--- src/verilog/mcs_pkg.sv ---
package mcs_pkg;

  // Power-on reset sequence length, run after reset_in; release of the card reset line restarts without it.
  localparam int unsigned POR_TIME_NS = 1000;
  localparam int unsigned CLK_PERIOD_NS = 4;
  localparam logic [7:0] POR_CYCLES = 8'(POR_TIME_NS / CLK_PERIOD_NS);

  // Lamp blink half period is this count plus one cycle (kept short; software-selectable pattern).
  localparam logic [7:0] BLINK_HALF_CYCLES = 8'hFA;

  // General-purpose output index that switches USB bus power.
  localparam logic [3:0] BUS_POWER_GPIO_INDEX = 4'hA;

  // Lamp pattern encodings.
  localparam logic [1:0] LAMP_OFF = 2'h0;
  localparam logic [1:0] LAMP_ON = 2'h1;
  localparam logic [1:0] LAMP_BLINK = 2'h2;
  localparam logic [1:0] LAMP_FOLLOW_RADIO = 2'h3;

  typedef enum logic [1:0] {
    MCS_POR,
    MCS_RUN,
    MCS_HELD
  } mcs_state_t;

endpackage

--- src/verilog/mcs_control.sv ---
`timescale 1ns/1ps
module mcs_control
  import mcs_pkg::*;
(
  input wire logic clk_in,
  input wire logic reset_in,
  input wire logic card_reset_line_n_in,
  input wire logic radio_disable_n_in,
  input wire logic wake_event_in,
  input wire logic wake_map_en_in,
  input wire logic [1:0] lamp_pattern_in,
  input wire logic lamp_enable_in,
  input wire logic gnss_amp_request_in,
  input wire logic gpio_write_in,
  input wire logic [3:0] gpio_index_in,
  input wire logic gpio_value_in,
  output logic wake_n_out,
  output logic wake_n_oe_out,
  output logic wake_pullup_en_out,
  output logic radio_pullup_en_out,
  output logic status_lamp_drive_out,
  output logic status_lamp_drive_oe_out,
  output logic gnss_amp_supply_on_out,
  output logic bus_power_switch_output_out,
  output logic airplane_mode_out,
  output logic card_running_out,
  output logic powered_off_out,
  output logic restart_pulse_out
);
  import mcs_pkg::*;

  typedef struct packed {
    mcs_state_t state;
    logic [7:0] por_count;
    logic rst_meta;
    logic rst_sync;
    logic rad_meta;
    logic rad_sync;
    logic wake_active;
    logic lamp_on;
    logic [7:0] blink_count;
    logic blink_phase;
    logic gnss_on;
    logic bus_power;
    logic restart;
  } mcs_regs_t;

  mcs_regs_t r_q;
  mcs_regs_t r_d;

  // ----------------------------------------------------------------
  // Next-state logic
  // ----------------------------------------------------------------
  always_comb
  begin
    r_d = r_q;
    r_d.restart = 1'b0;
    // Only the second stage is read by any logic.
    r_d.rst_meta = card_reset_line_n_in;
    r_d.rst_sync = r_q.rst_meta;
    r_d.rad_meta = radio_disable_n_in;
    r_d.rad_sync = r_q.rad_meta;
    unique case (r_q.state)
      MCS_POR:
      begin
        // The card holds itself in reset for a fixed time at start-up.
        if (r_q.por_count == POR_CYCLES - 8'h01)
        begin
          r_d.state = MCS_RUN;
          r_d.restart = 1'b1;
        end
        else
        begin
          r_d.por_count = r_q.por_count + 8'h01;
        end
      end
      MCS_RUN:
      begin
        if (!r_q.rst_sync)
        begin
          r_d.state = MCS_HELD;
        end
      end
      MCS_HELD:
      begin
        // Restart directly; no detach sequence is run first.
        if (r_q.rst_sync)
        begin
          r_d.state = MCS_RUN;
          r_d.restart = 1'b1;
        end
      end
      default:
      begin
        r_d.state = MCS_POR;
      end
    endcase

    if (r_d.state != MCS_RUN || r_q.state != MCS_RUN)
    begin
      // All activity halts while held; functions come back cleared.
      r_d.wake_active = 1'b0;
      r_d.lamp_on = 1'b0;
      r_d.blink_count = 8'h00;
      r_d.blink_phase = 1'b0;
      r_d.gnss_on = 1'b0;
      r_d.bus_power = 1'b0;
    end
    else
    begin
      r_d.wake_active = wake_map_en_in && (wake_event_in || r_q.wake_active);
      if (r_q.blink_count == BLINK_HALF_CYCLES)
      begin
        r_d.blink_count = 8'h00;
        r_d.blink_phase = !r_q.blink_phase;
      end
      else
      begin
        r_d.blink_count = r_q.blink_count + 8'h01;
      end
      if (!lamp_enable_in)
      begin
        r_d.lamp_on = 1'b0;
      end
      else
      begin
        unique case (lamp_pattern_in)
          LAMP_OFF: r_d.lamp_on = 1'b0;
          LAMP_ON: r_d.lamp_on = 1'b1;
          LAMP_BLINK: r_d.lamp_on = r_q.blink_phase;
          LAMP_FOLLOW_RADIO: r_d.lamp_on = r_q.rad_sync;
        endcase
      end
      // Radios are off in airplane mode, so the GNSS amplifier goes too.
      r_d.gnss_on = gnss_amp_request_in && r_q.rad_sync;
      if (gpio_write_in && gpio_index_in == BUS_POWER_GPIO_INDEX)
      begin
        r_d.bus_power = gpio_value_in;
      end
    end
  end

  // ----------------------------------------------------------------
  // State register
  // ----------------------------------------------------------------
  always_ff @(posedge clk_in)
  begin
    if (reset_in)
    begin
      r_q <= '{state: MCS_POR, por_count: 8'h00, rst_meta: 1'b1, rst_sync: 1'b1,
               rad_meta: 1'b1, rad_sync: 1'b1, default: '0};
    end
    else
    begin
      r_q <= r_d;
    end
  end

  // ----------------------------------------------------------------
  // Pins
  // ----------------------------------------------------------------
  // Open-drain: drive low only, pull-up always enabled.
  assign wake_n_out = 1'b0;
  assign wake_n_oe_out = r_q.wake_active;
  assign wake_pullup_en_out = 1'b1;
  assign radio_pullup_en_out = 1'b1;
  assign status_lamp_drive_out = 1'b0;
  assign status_lamp_drive_oe_out = r_q.lamp_on;
  assign gnss_amp_supply_on_out = r_q.gnss_on;
  assign bus_power_switch_output_out = r_q.bus_power;
  assign airplane_mode_out = !r_q.rad_sync;
  // Radio-disable held low while running also means the card stays off.
  assign powered_off_out = !r_q.rad_sync;
  assign card_running_out = (r_q.state == MCS_RUN);
  assign restart_pulse_out = r_q.restart;

  // ----------------------------------------------------------------
  // Checks
  // ----------------------------------------------------------------
  a_reset_halts_card: assert property (@(posedge clk_in) disable iff (reset_in)
    !card_reset_line_n_in ##2 1'b1 |=> !card_running_out)
    else $error("card kept running under reset");
  a_release_restarts: assert property (@(posedge clk_in) disable iff (reset_in)
    (r_q.state == MCS_HELD && r_q.rst_sync) |=> restart_pulse_out && card_running_out)
    else $error("no restart after reset release");
  a_sync_two_stage: assert property (@(posedge clk_in) disable iff (reset_in)
    $fell(radio_disable_n_in) |-> ##2 airplane_mode_out)
    else $error("radio disable not seen after two stages");
  a_airplane_gnss_off: assert property (@(posedge clk_in) disable iff (reset_in)
    airplane_mode_out |=> !gnss_amp_supply_on_out)
    else $error("gnss amp on in airplane mode");
  a_wake_needs_map: assert property (@(posedge clk_in) disable iff (reset_in)
    !wake_map_en_in |=> !wake_n_oe_out)
    else $error("wake driven while unmapped");
  a_wake_open_drain: assert property (@(posedge clk_in) disable iff (reset_in)
    wake_n_oe_out |-> !wake_n_out && card_running_out)
    else $error("wake pin not pulled low correctly");
  a_lamp_off_disabled: assert property (@(posedge clk_in) disable iff (reset_in)
    (!lamp_enable_in && card_running_out) |=> !status_lamp_drive_oe_out)
    else $error("lamp lit while disabled");
  a_bus_power_write: assert property (@(posedge clk_in) disable iff (reset_in)
    (card_running_out && r_d.state == MCS_RUN && gpio_write_in
     && gpio_index_in == BUS_POWER_GPIO_INDEX)
    |=> bus_power_switch_output_out == $past(gpio_value_in))
    else $error("bus power write lost");
  a_por_length: assert property (@(posedge clk_in)
    $fell(reset_in) |-> !card_running_out [*8])
    else $error("power-on sequence too short");

  // ----------------------------------------------------------------
  // Checks on start-up and restart
  // ----------------------------------------------------------------
  // Together these pin the power-on time to exactly POR_CYCLES edges, which a
  // bounded repetition alone cannot express for a sequence this long.
  a_por_from_reset: assert property (@(posedge clk_in)
    reset_in |=> r_q.state == MCS_POR && r_q.por_count == 8'h00)
    else $error("reset did not restart the power-on count");
  a_por_count_step: assert property (@(posedge clk_in) disable iff (reset_in)
    (r_q.state == MCS_POR && r_q.por_count != POR_CYCLES - 8'h01)
    |=> r_q.state == MCS_POR && r_q.por_count == $past(r_q.por_count) + 8'h01)
    else $error("power-on count skipped or left early");
  a_por_exit: assert property (@(posedge clk_in) disable iff (reset_in)
    (r_q.state == MCS_POR && r_q.por_count == POR_CYCLES - 8'h01)
    |=> card_running_out && restart_pulse_out)
    else $error("power-on sequence did not end in a restart");
  a_restart_single: assert property (@(posedge clk_in) disable iff (reset_in)
    restart_pulse_out |=> !restart_pulse_out)
    else $error("restart pulse longer than one cycle");
  a_restart_running: assert property (@(posedge clk_in) disable iff (reset_in)
    restart_pulse_out |-> card_running_out)
    else $error("restart pulse without a running card");
  a_held_stays: assert property (@(posedge clk_in) disable iff (reset_in)
    (r_q.state == MCS_HELD && !r_q.rst_sync) |=> !card_running_out)
    else $error("card left reset while the line was still low");
  a_halted_outputs_off: assert property (@(posedge clk_in) disable iff (reset_in)
    !card_running_out |-> !wake_n_oe_out && !status_lamp_drive_oe_out
    && !gnss_amp_supply_on_out && !bus_power_switch_output_out)
    else $error("function output active while the card is halted");

  // ----------------------------------------------------------------
  // Checks on the radio-disable path
  // ----------------------------------------------------------------
  // The two stages add latency in both directions; a user toggling the pin faster
  // than one cycle may see a short pulse swallowed on the way in.
  a_radio_release: assert property (@(posedge clk_in) disable iff (reset_in)
    $rose(radio_disable_n_in) |-> ##2 !powered_off_out)
    else $error("card stayed off after radio disable was released");
  a_sync_no_early: assert property (@(posedge clk_in) disable iff (reset_in)
    $fell(radio_disable_n_in) |=> !airplane_mode_out)
    else $error("radio disable acted before two stages");
  a_pullups_on: assert property (@(posedge clk_in) disable iff (reset_in)
    radio_pullup_en_out && wake_pullup_en_out)
    else $error("internal pull-up switched off");
  a_gnss_follows: assert property (@(posedge clk_in) disable iff (reset_in)
    (card_running_out && r_d.state == MCS_RUN && !airplane_mode_out)
    |=> gnss_amp_supply_on_out == $past(gnss_amp_request_in))
    else $error("gnss amplifier enable does not follow its request");

  // ----------------------------------------------------------------
  // Checks on the wake, lamp and bus power outputs
  // ----------------------------------------------------------------
  // The guards on r_d.state keep these quiet on the edge where the card halts,
  // since every function is cleared there regardless of its inputs.
  a_wake_event_drive: assert property (@(posedge clk_in) disable iff (reset_in)
    (card_running_out && r_d.state == MCS_RUN && wake_map_en_in && wake_event_in)
    |=> wake_n_oe_out)
    else $error("mapped wake event did not drive the pin");
  a_lamp_open_drain: assert property (@(posedge clk_in) disable iff (reset_in)
    status_lamp_drive_oe_out |-> !status_lamp_drive_out && card_running_out)
    else $error("lamp pin not sinking correctly");
  a_lamp_blink: assert property (@(posedge clk_in) disable iff (reset_in)
    (card_running_out && r_d.state == MCS_RUN && lamp_enable_in
     && lamp_pattern_in == LAMP_BLINK) |=> status_lamp_drive_oe_out == $past(r_q.blink_phase))
    else $error("lamp does not follow the blink phase");
  a_lamp_follow_radio: assert property (@(posedge clk_in) disable iff (reset_in)
    (card_running_out && r_d.state == MCS_RUN && lamp_enable_in
     && lamp_pattern_in == LAMP_FOLLOW_RADIO) |=> status_lamp_drive_oe_out == !$past(airplane_mode_out))
    else $error("lamp does not follow the radio state");
  a_blink_wrap: assert property (@(posedge clk_in) disable iff (reset_in)
    (r_q.blink_count == BLINK_HALF_CYCLES && r_q.state == MCS_RUN && r_d.state == MCS_RUN)
    |=> r_q.blink_count == 8'h00 && r_q.blink_phase != $past(r_q.blink_phase))
    else $error("blink phase did not toggle at the half period");
  a_bus_power_hold: assert property (@(posedge clk_in) disable iff (reset_in)
    (card_running_out && r_d.state == MCS_RUN
     && !(gpio_write_in && gpio_index_in == BUS_POWER_GPIO_INDEX))
    |=> $stable(bus_power_switch_output_out))
    else $error("bus power changed without a write to its output");

endmodule

--- config.mk ---
export PLATFORM = sky130hd
export DESIGN_NAME = mcs_control
export DESIGN_NICKNAME = d
export VERILOG_FILES = /design/src/verilog/mcs_pkg.sv /design/src/verilog/mcs_control.sv
export SDC_FILE = /design/constraint.sdc
export NUM_CORES = 1
export LEC_CHECK = 0
export ABC_CLOCK_PERIOD_IN_PS = 1480
export BUFFER_PORTS_ARGS = -buffer_cell sky130_fd_sc_hd__buf_2
export CELL_PAD_IN_SITES_DETAIL_PLACEMENT = 1
export CELL_PAD_IN_SITES_GLOBAL_PLACEMENT = 2
export CORE_UTILIZATION = 31
export DETAILED_ROUTE_END_ITERATION = 8
export GPL_TIMING_DRIVEN = 0
export PLACE_DENSITY = 0.79
export SKIP_LAST_GASP = 1
export SLEW_MARGIN = 20
export SYNTH_ARGS = -nofsm -noshare
export SYNTH_HDL_FRONTEND = slang
export SYNTH_SLANG_ARGS = --single-unit
--- constraint.sdc ---
create_clock -name clk_in -period 1.48 [get_ports clk_in]
set_input_delay 0.222 -clock clk_in [delete_from_list [all_inputs] [get_ports clk_in]]
set_output_delay 0.222 -clock clk_in [all_outputs]
set_load 0.01 [all_outputs]
==> flow_metrics.tcl, run 1 <==
set metrics [dict create \
    cts_setup_buffers 0 \
    critPathKind "reg -> out" \
    clock_tree.buffer_depth 2 \
    yosysUniqueCellTypes 31 \
    power_density_mw_per_mm2 983 \
    async_flop_share_pct 0 \
    hold_path.class "in -> reg" \
    htreeDepth 1 \
    place_area_sq_mm 0.00140 \
    dr_total_vias 975 \
    initial_utilization_pct 32.8 \
    reg2reg_from "r_q[21]" \
    ir_drop_uv 687 \
    yosys.area_share.xor_xnor_pct 8.62 \
    synthFlopType "dfxtp_1" \
    insertion_delay_ps 280 \
    finalSetupViolCount 0 \
    hold_path_depth 2 \
    numCtsBuffers 3 \
    syn-cell-area_sq_mm 0.00122 \
    syn_avg_cell_area_sq_um 9.31 \
    core_area_sq_mm 0.00372 \
    wire_per_inst_um 12.0 \
    syn_inst 131 \
    die_w_um 64.7 \
    numPortBuffers 23 \
    first_pass_iters 4 \
    synth_edf_count 0 \
    overflow 0 \
    io_pins 28 \
    yosys.area_share.simple_pct 27.6 \
    grt_pass1_wl_mm 4.37 \
    hold_start "card_reset_line_n_in" \
    tritoncts "built" \
    fin_crit_sh_pct 90.3 \
    cts_root_buf "clkbuf_8" \
    arrival_ps 1110 \
    cts_sinks 28 \
    setup_ws_ps 144 \
    synthMuxAreaShare_pct 2.46 \
    hold_viol_final 0 \
    fp.dieH_um 64.7 \
    yosys.area_share.adder_pct 4.10 \
    whs_endpoint "r_d[16]" \
    antenna_found_initial 0 \
    start_kind "register" \
    final.setup_skew_ps 9.28 \
    rsz0062_at_grt "no" \
    n_antenna_cell 0 \
    final_cell_mix "27 x dfxtp_1, 23 x buf_2, 17 x nor2_1, 9 x nand2_1, 8 x xor2_1" \
    max_cap_violations 0 \
    status "completed" \
    post-route-cell-area_sq_mm 0.00148 \
    gp_congestion 0.699 \
    drive_gt1_share_pct 26.9 \
    drt_iter0_drc 19 \
    drv_slew 0 \
    drtAntennaViolNets 0 \
    ctsHoldBuffers 0 \
    reg2reg_slack_ps 150 \
    leakagePower_nw 0.618 \
    yosysWarnings 0 \
    synth_compound_area_share_pct 6.05 \
    grt_max_degree 17 \
    cp_max_fo 5 \
    clk_pin_slew_worst_paths_ps 90 \
    place_ws_ps 133 \
    ff2ff_path_depth 4 \
    grt_use_total_pct 13.3 \
    setup_tns_ps 0 \
    synthToLayoutAreaGrowth_pct 20.9 \
    holdWs_ps 129 \
    wirelength_mm 2.50 \
    end_kind "output port" \
    synth_seq_cells 28 \
    synth_top_family_by_area "simple AND/OR/NAND/NOR gates" \
    r2r-end "r_q[19]" \
    yosysSeqAreaShare_pct 45.9 \
    dieArea_sq_mm 0.00419 \
    rows 22 \
    grt_pass1_vias 1015 \
    nets 181 \
    required_ps 1260 \
    place_hpwl_mm 1.94 \
    routed_via_density 4.69 \
    final_common_cell "dfxtp_1" \
    post_cts_resized 0 \
    remaining_drc_errors 0 \
    period_needed_ps 1340 \
    fmax_mhz 748 \
    p_total_mw 1.45 \
]
## per-layer routing
| metal | vias up | share of wire (%) | global-route usage, % |
|---|---|---|---|
| li1 | 490 | - | - |
| met1 | 467 | 41 | 14.1 |
| met2 | 16 | 55 | 26.6 |
| met3 | 2 | 3.6 | 3.17 |
| met4 | 0 | 0.44 | 1.67 |
| met5 | - | 0 | 0 |
## final cells by class
type / instances / area, sq um
Buffer: 6 / 41.3
Clock buffer: 3 / 41.3
Clock inverter: 1 / 30.0
Fill cell: 455 / 2240
Inverter: 4 / 15.0
Multi-Input combinational cell: 95 / 611
Sequential cell: 28 / 562
Tap cell: 48 / 60.1
Timing Repair Buffer: 23 / 115
## worst max-delay path, cell delays in order (launching register included)
cell and delay (ps):
dfxtp_1 460, nor2b_2 240, buf_2 150
## synthesized netlist by cell type, types with 2 or more instances
| master | n | area, sq um |
|---|---|---|
| xnor2_1 | 4 | 35.0 |
| nor2_1 | 17 | 63.8 |
| nand4_1 | 4 | 25.0 |
| nor3_1 | 2 | 10.0 |
| a31oi_1 | 2 | 12.5 |
| buf_4 | 5 | 37.5 |
| mux2i_1 | 3 | 30.0 |
| and3_1 | 4 | 25.0 |
| or3_1 | 3 | 18.8 |
| nand2_1 | 9 | 33.8 |
| ha_1 | 4 | 50.1 |
| nand3_1 | 5 | 25.0 |
| and3b_1 | 2 | 17.5 |
| dfxtp_1 | 28 | 561 |
| xor2_1 | 8 | 70.1 |
| o21ai_0 | 5 | 25.0 |
| nor2b_1 | 3 | 18.8 |
| conb_1 | 2 | 7.51 |
| inv_1 | 4 | 15.0 |
| a21oi_1 | 3 | 15.0 |
| or2_2 | 4 | 25.0 |
## worst max path at each step
stage | from | endpoint | slack (ps) | depth (start not counted)
after detailed placement | r_q[22] | r_q[19] | 130 | 4
final | r_q[26] | card_running_out | 140 | 2
after global placement | r_q[19] | r_q[20] | 170 | 6
after CTS | r_q[22] | r_q[19] | 90 | 4
after global routing | r_q[4] | r_q[10] | 20 | 4
after floorplan | r_q[19] | r_q[20] | 250 | 6
## cells by family (layout without fill, tap and decap cells)
kind of cell               count (synthesis)  count (layout)
DFF                                       28              28
adders and majority gates                  4               4
other                                      2               4
buffers and inverters                     10              37
and+or+nand+nor                           61              61
AOI/OAI and AO/OA                         11              11
muxes                                      3               3
xor gates and xnor gates                  12              12
## flip-flops by register name, indices dropped and copies added, names as in the netlist
name                         count
r_q                             21
r_d                              2
bus_power_switch_output_out      1
gnss_amp_supply_on_out           1
restart_pulse_out                1
status_lamp_drive_oe_out         1
wake_n_oe_out                    1
## stage by stage
step / utilization (%) / cells
after floorplan: - / 133
after global placement: 37.7 / 204
after CTS: 39.7 / 208
after detailed placement: 37.7 / 204
after global routing: 39.7 / 208
final: 39.7 / 208
## report_power, final
group | internal, mW | switching [mW]
sequential | 0.765 | 0.0111
clock | 0.362 | 0.238
combinational | 0.0401 | 0.0340
Note: power is estimated with default switching activity, not from simulation.
==> run 2, diff against run 1 <==
Settings changed: BUFFER_PORTS_ARGS -buffer_cell sky130_fd_sc_hd__buf_2 to -buffer_cell sky130_fd_sc_hd__buf_4.
==> run 2 against run 1 <==
  * Combinational power increased by 13%
  * Critical endpoint is now r_q[20]
  * Critical path type is now reg -> reg
  * Power decreased by 8.1%
  * Wire length decreased by 1.2%
  * Die area unchanged
  * Via count increased by 0.21%
  * Clock skew decreased by 3.4 ps
  * Non-clock buffer count unchanged
  * Count of clock-buffer cells in the layout increased by 1
  * Core utilization increased by 1.1 points
  * Sequential share of layout area decreased by 1.1 points
==> flow_metrics.tcl, run 2 (same netlist as run 1, synthesis figures left out) <==
set metrics [dict create \
    status "completed" \
    fp.dieH_um 64.7 \
    drive_gt1_share_pct 26.3 \
    end_kind "register" \
    grt_use_total_pct 13.3 \
    hold_path_depth 2 \
    drtAntennaViolNets 0 \
    dieArea_sq_mm 0.00419 \
    critPathMaxStageDelay_ps 370 \
    place_area_sq_mm 0.00146 \
    instances_no_fill 208 \
    core_area_sq_mm 0.00372 \
    first_pass_iters 4 \
    leakagePower_nw 0.623 \
    top_register "r_q" \
    overflow 0 \
    holdWs_ps 120 \
    arrival_ps 1580 \
    rows 22 \
    fin_crit_sh_pct 92.7 \
    clock_tree.buffer_depth 2 \
    clk_pin_slew_worst_paths_ps 100 \
    required_ps 1690 \
    numPortBuffers 23 \
    nets 181 \
    insertion_delay_ps 280 \
    dp.cells 204 \
    hold_path.class "in -> reg" \
    numCtsBuffers 3 \
    drv_slew 0 \
    final.setup_skew_ps 5.85 \
    post_cts_resized 0 \
    grt_pass1_wl_mm 4.22 \
    cp_cell_sequence "inv_1, ha_1, nand2_1, nor3_2, or3_1, a21oi_1" \
    cts_sinks 28 \
    wirelength_mm 2.47 \
    grt_pass1_vias 977 \
    slowest_stage "dfxtp_1" \
    place_hpwl_mm 1.92 \
    cp_max_fo 3 \
    setup_tns_ps 0 \
    path_depth 6 \
    power_density_mw_per_mm2 880 \
    io_pins 28 \
    wire_per_inst_um 11.9 \
    ir_drop_uv 432 \
    setup_ws_ps 108 \
    start_kind "register" \
    htreeDepth 1 \
    place_ws_ps 104 \
    period_needed_ps 1370 \
    routed_via_density 4.70 \
    initial_utilization_pct 32.8 \
    ff2ff_path_depth 6 \
    final_cell_mix "28 x buf_4, 28 x dfxtp_1, 17 x nor2_1, 9 x nand2_1, 8 x xor2_1" \
    ctsHoldBuffers 0 \
    worst-path-buf-inv 1 \
    rsz0062_at_grt "no" \
    antenna_found_initial 0 \
    cts_setup_buffers 0 \
    hold_viol_final 0 \
    dr_total_vias 977 \
    post-route-cell-area_sq_mm 0.00152 \
    synthToLayoutAreaGrowth_pct 24.2 \
    max_cap_violations 0 \
    finalSetupViolCount 0 \
    crit_family "simple AND/OR/NAND/NOR gates" \
    largest_register_ffs 21 \
    grt_max_degree 16 \
    gp_congestion 0.728 \
    fmax_mhz 729 \
    cts_root_buf "clkbuf_8" \
    critPathKind "reg -> reg" \
    n_antenna_cell 0 \
    die_w_um 64.7 \
    remaining_drc_errors 0 \
    tritoncts "built" \
    drt_iter0_drc 21 \
]
==> run 2: path summary, 6_finish.rpt <==
kind	endpoint	startpoint	slack (ps)
worst max-delay path	r_q[20]	r_q[19]	110
worst min-delay path	r_d[16]	card_reset_line_n_in	120
worst max register to register	r_q[20]	r_q[19]	110
worst min register to register	r_q[14]	r_d[14]	420
==> run 2: layer usage <==
layer  vias up  track usage (%)  part of all wire (%)
met5         -                0                     0
met4         0             6.67                   1.8
met3         4             2.82                   3.9
met2        17             23.7                    53
met1       468             14.7                    41
li1        488                -                     -
==> run 2: final cells by class <==
| cell class | instances | area, sq um |
|---|---|---|
| inverters | 4 | 15.0 |
| plain buffers | 6 | 41.3 |
| well taps | 48 | 60.1 |
| repair buffers | 23 | 173 |
| flip-flops and latches | 28 | 561 |
| fillers | 446 | 2200 |
| multi-input cells | 95 | 611 |
| clock buffers | 4 | 55.1 |
==> run 2: metrics by stage <==
| stage | util (%) | total power, mW |
|---|---|---|
| finish | 40.8 | 1.33 |
| global route | 40.8 | 1.41 |
| CTS | 40.8 | 1.36 |
| detailed placement | 39.3 | 0.879 |
| global placement | 39.3 | 0.875 |
| floorplan | - | 0.834 |
==> run 2: power by group <==
part	internal (mW)	leakage (nW)	switching [mW]	total, mW
combinational	0.0517	0.367	0.0317	0.0834
sequential	0.765	0.227	0.0122	0.777
clock	0.238	0.0288	0.234	0.472
==> run 3, diff against run 2 <==
--- a/config.mk
+++ b/config.mk
@@ -7,3 +7,3 @@
 export LEC_CHECK = 0
-export ABC_CLOCK_PERIOD_IN_PS = 1480
+export ABC_CLOCK_PERIOD_IN_PS = 1310
 export BUFFER_PORTS_ARGS = -buffer_cell sky130_fd_sc_hd__buf_4
==> constraint.sdc (replaced) <==
create_clock -name clk_in -period 1.31 [get_ports clk_in]
set_input_delay 0.3275 -clock clk_in [delete_from_list [all_inputs] [get_ports clk_in]]
set_output_delay 0.3275 -clock clk_in [all_outputs]
set_load 0.01 [all_outputs]
==> run 3 against run 2 <==
  * Die area stayed put
  * Hold slack better by 110 ps
  * Worst setup slack worse by 98 ps
  * Core utilization grew 1.9 points
  * Sequential share of layout area fell by 0.56 points
  * Count of clock-buffer cells in the layout stayed put
  * Global-route usage grew 0.15 points
  * Final cell count increased by 0.96%
  * Flip-flop and latch count did not move
  * Critical path depth shrank 4
  * Cell area grew 4.7%
  * Sequential power rose by 13%
==> flow_metrics.tcl, run 3 (same netlist as run 1, synthesis figures left out) <==
set metrics [dict create \
    status "completed" \
    drt_iter0_drc 29 \
    antenna_found_initial 0 \
    start_kind "register" \
    leakagePower_nw 0.649 \
    hold_start "card_reset_line_n_in" \
    reg2reg_slack_ps 60 \
    numPortBuffers 23 \
    final_core_utilization_pct 42.7 \
    holdWs_ps 227 \
    finalSetupViolCount 0 \
    overflow 0 \
    final_cell_mix "29 x buf_4, 18 x dfxtp_1, 17 x nor2_1" \
    ctsHoldBuffers 0 \
    numCtsBuffers 3 \
    critPathKind "reg -> out" \
    ir_drop_uv 500 \
    routed_via_density 4.76 \
    grt_max_degree 16 \
    reg2reg_from "r_q[19]" \
    n_antenna_cell 0 \
    hold_path_depth 2 \
    initial_utilization_pct 32.8 \
    ff2ff_path_depth 6 \
    synthToLayoutAreaGrowth_pct 30.1 \
    end_kind "output port" \
    nFillCells 445 \
    fmax_mhz 769 \
    top_register "r_q" \
    final_common_cell "buf_4" \
    max_cap_violations 0 \
    hold_viol_final 0 \
    die_w_um 64.7 \
    cts_root_buf "clkbuf_8" \
    insertion_delay_ps 270 \
    rows 22 \
    place_hpwl_mm 1.92 \
    place_area_sq_mm 0.00146 \
    dr_total_vias 999 \
    dp.cells 204 \
    post-route-cell-area_sq_mm 0.00159 \
    drtAntennaViolNets 0 \
    gp_congestion 0.728 \
    cts_sinks 28 \
    drive_gt1_share_pct 37.0 \
    dieArea_sq_mm 0.00419 \
    wire_per_inst_um 12.7 \
    grt_use_total_pct 13.4 \
    clock_tree.buffer_depth 2 \
    required_ps 980 \
    tritoncts "built" \
    fin_crit_sh_pct 99.3 \
    power_density_mw_per_mm2 959 \
    clk_pin_slew_worst_paths_ps 90 \
    largest_register_ffs 21 \
    hold_path.class "in -> reg" \
    grt_pass1_wl_mm 4.27 \
    io_pins 28 \
    arrival_ps 970 \
    htreeDepth 1 \
    r2r-end "r_q[19]" \
    final.setup_skew_ps 2.29 \
    core_area_sq_mm 0.00372 \
    instances_no_fill 210 \
    wirelength_mm 2.66 \
    drv_slew 0 \
    period_needed_ps 1300 \
    whs_endpoint "r_d[16]" \
    first_pass_iters 3 \
    cp_max_fo 4 \
    nets 183 \
    rsz0062_at_grt "yes" \
    fp.dieH_um 64.7 \
    grt_pass1_vias 989 \
    regArea_sq_um 578 \
    remaining_drc_errors 0 \
    multi_input_area_sq_um 646 \
]
## run 3: report_power, final
part           internal [mW]  total (mW)  switching (mW)
sequential             0.863       0.878          0.0145
clock                  0.269       0.534           0.264
combinational         0.0679       0.111          0.0427
## run 3: how the worst max path moves through the flow
stage          startpoint  slack, ps          endpoint
2_1_floorplan     r_q[19]         80           r_q[20]
3_3_place_gp      r_q[19]        0.2           r_q[20]
3_5_place_dp      r_q[19]        -70           r_q[20]
4_1_cts           r_q[26]       -0.4  card_running_out
5_1_grt           r_q[19]        -40           r_q[19]
6_report          r_q[26]          9  card_running_out
## run 3: layout make-up
class / count / share of cell area (%)
plain buffers: 6 / 2.60
flip-flops and latches: 28 / 36.4
multi-input cells: 95 / 40.7
clock buffers: 4 / 3.47
repair buffers: 25 / 12.1
inverters: 4 / 0.946
well taps: 48 / 3.79
## run 3: through the flow
step                total power [mW]  setup slack [ps]  setup TNS (ps)
CTS                             1.54            -0.422          -0.422
floorplan                      0.942              77.7               0
global placement               0.988             0.156               0
detailed placement             0.993             -66.5           -66.5
finish                          1.52              9.46               0
global route                    1.61             -40.2            -126
## run 3: timing repair
item	4_1_cts	5_1_grt
setup buffers	1	1
resized for setup	8	14
pin swaps	0	3
endpoints found under the setup margin	3	17
## run 3: layer usage
layer	vias to the layer above	GRT usage [%]	share of wire, %	wire [um]
met2	17	24.0	55	1470
li1	492	-	-	-
met1	486	14.9	40	1050
met3	4	2.82	3.7	98
met4	0	6.67	1.7	45
met5	-	0	0	0
## run 3: critical path: stages (launching register included)
cell and delay, ps:
dfxtp_4 390, nor2b_4 190, buf_6 120
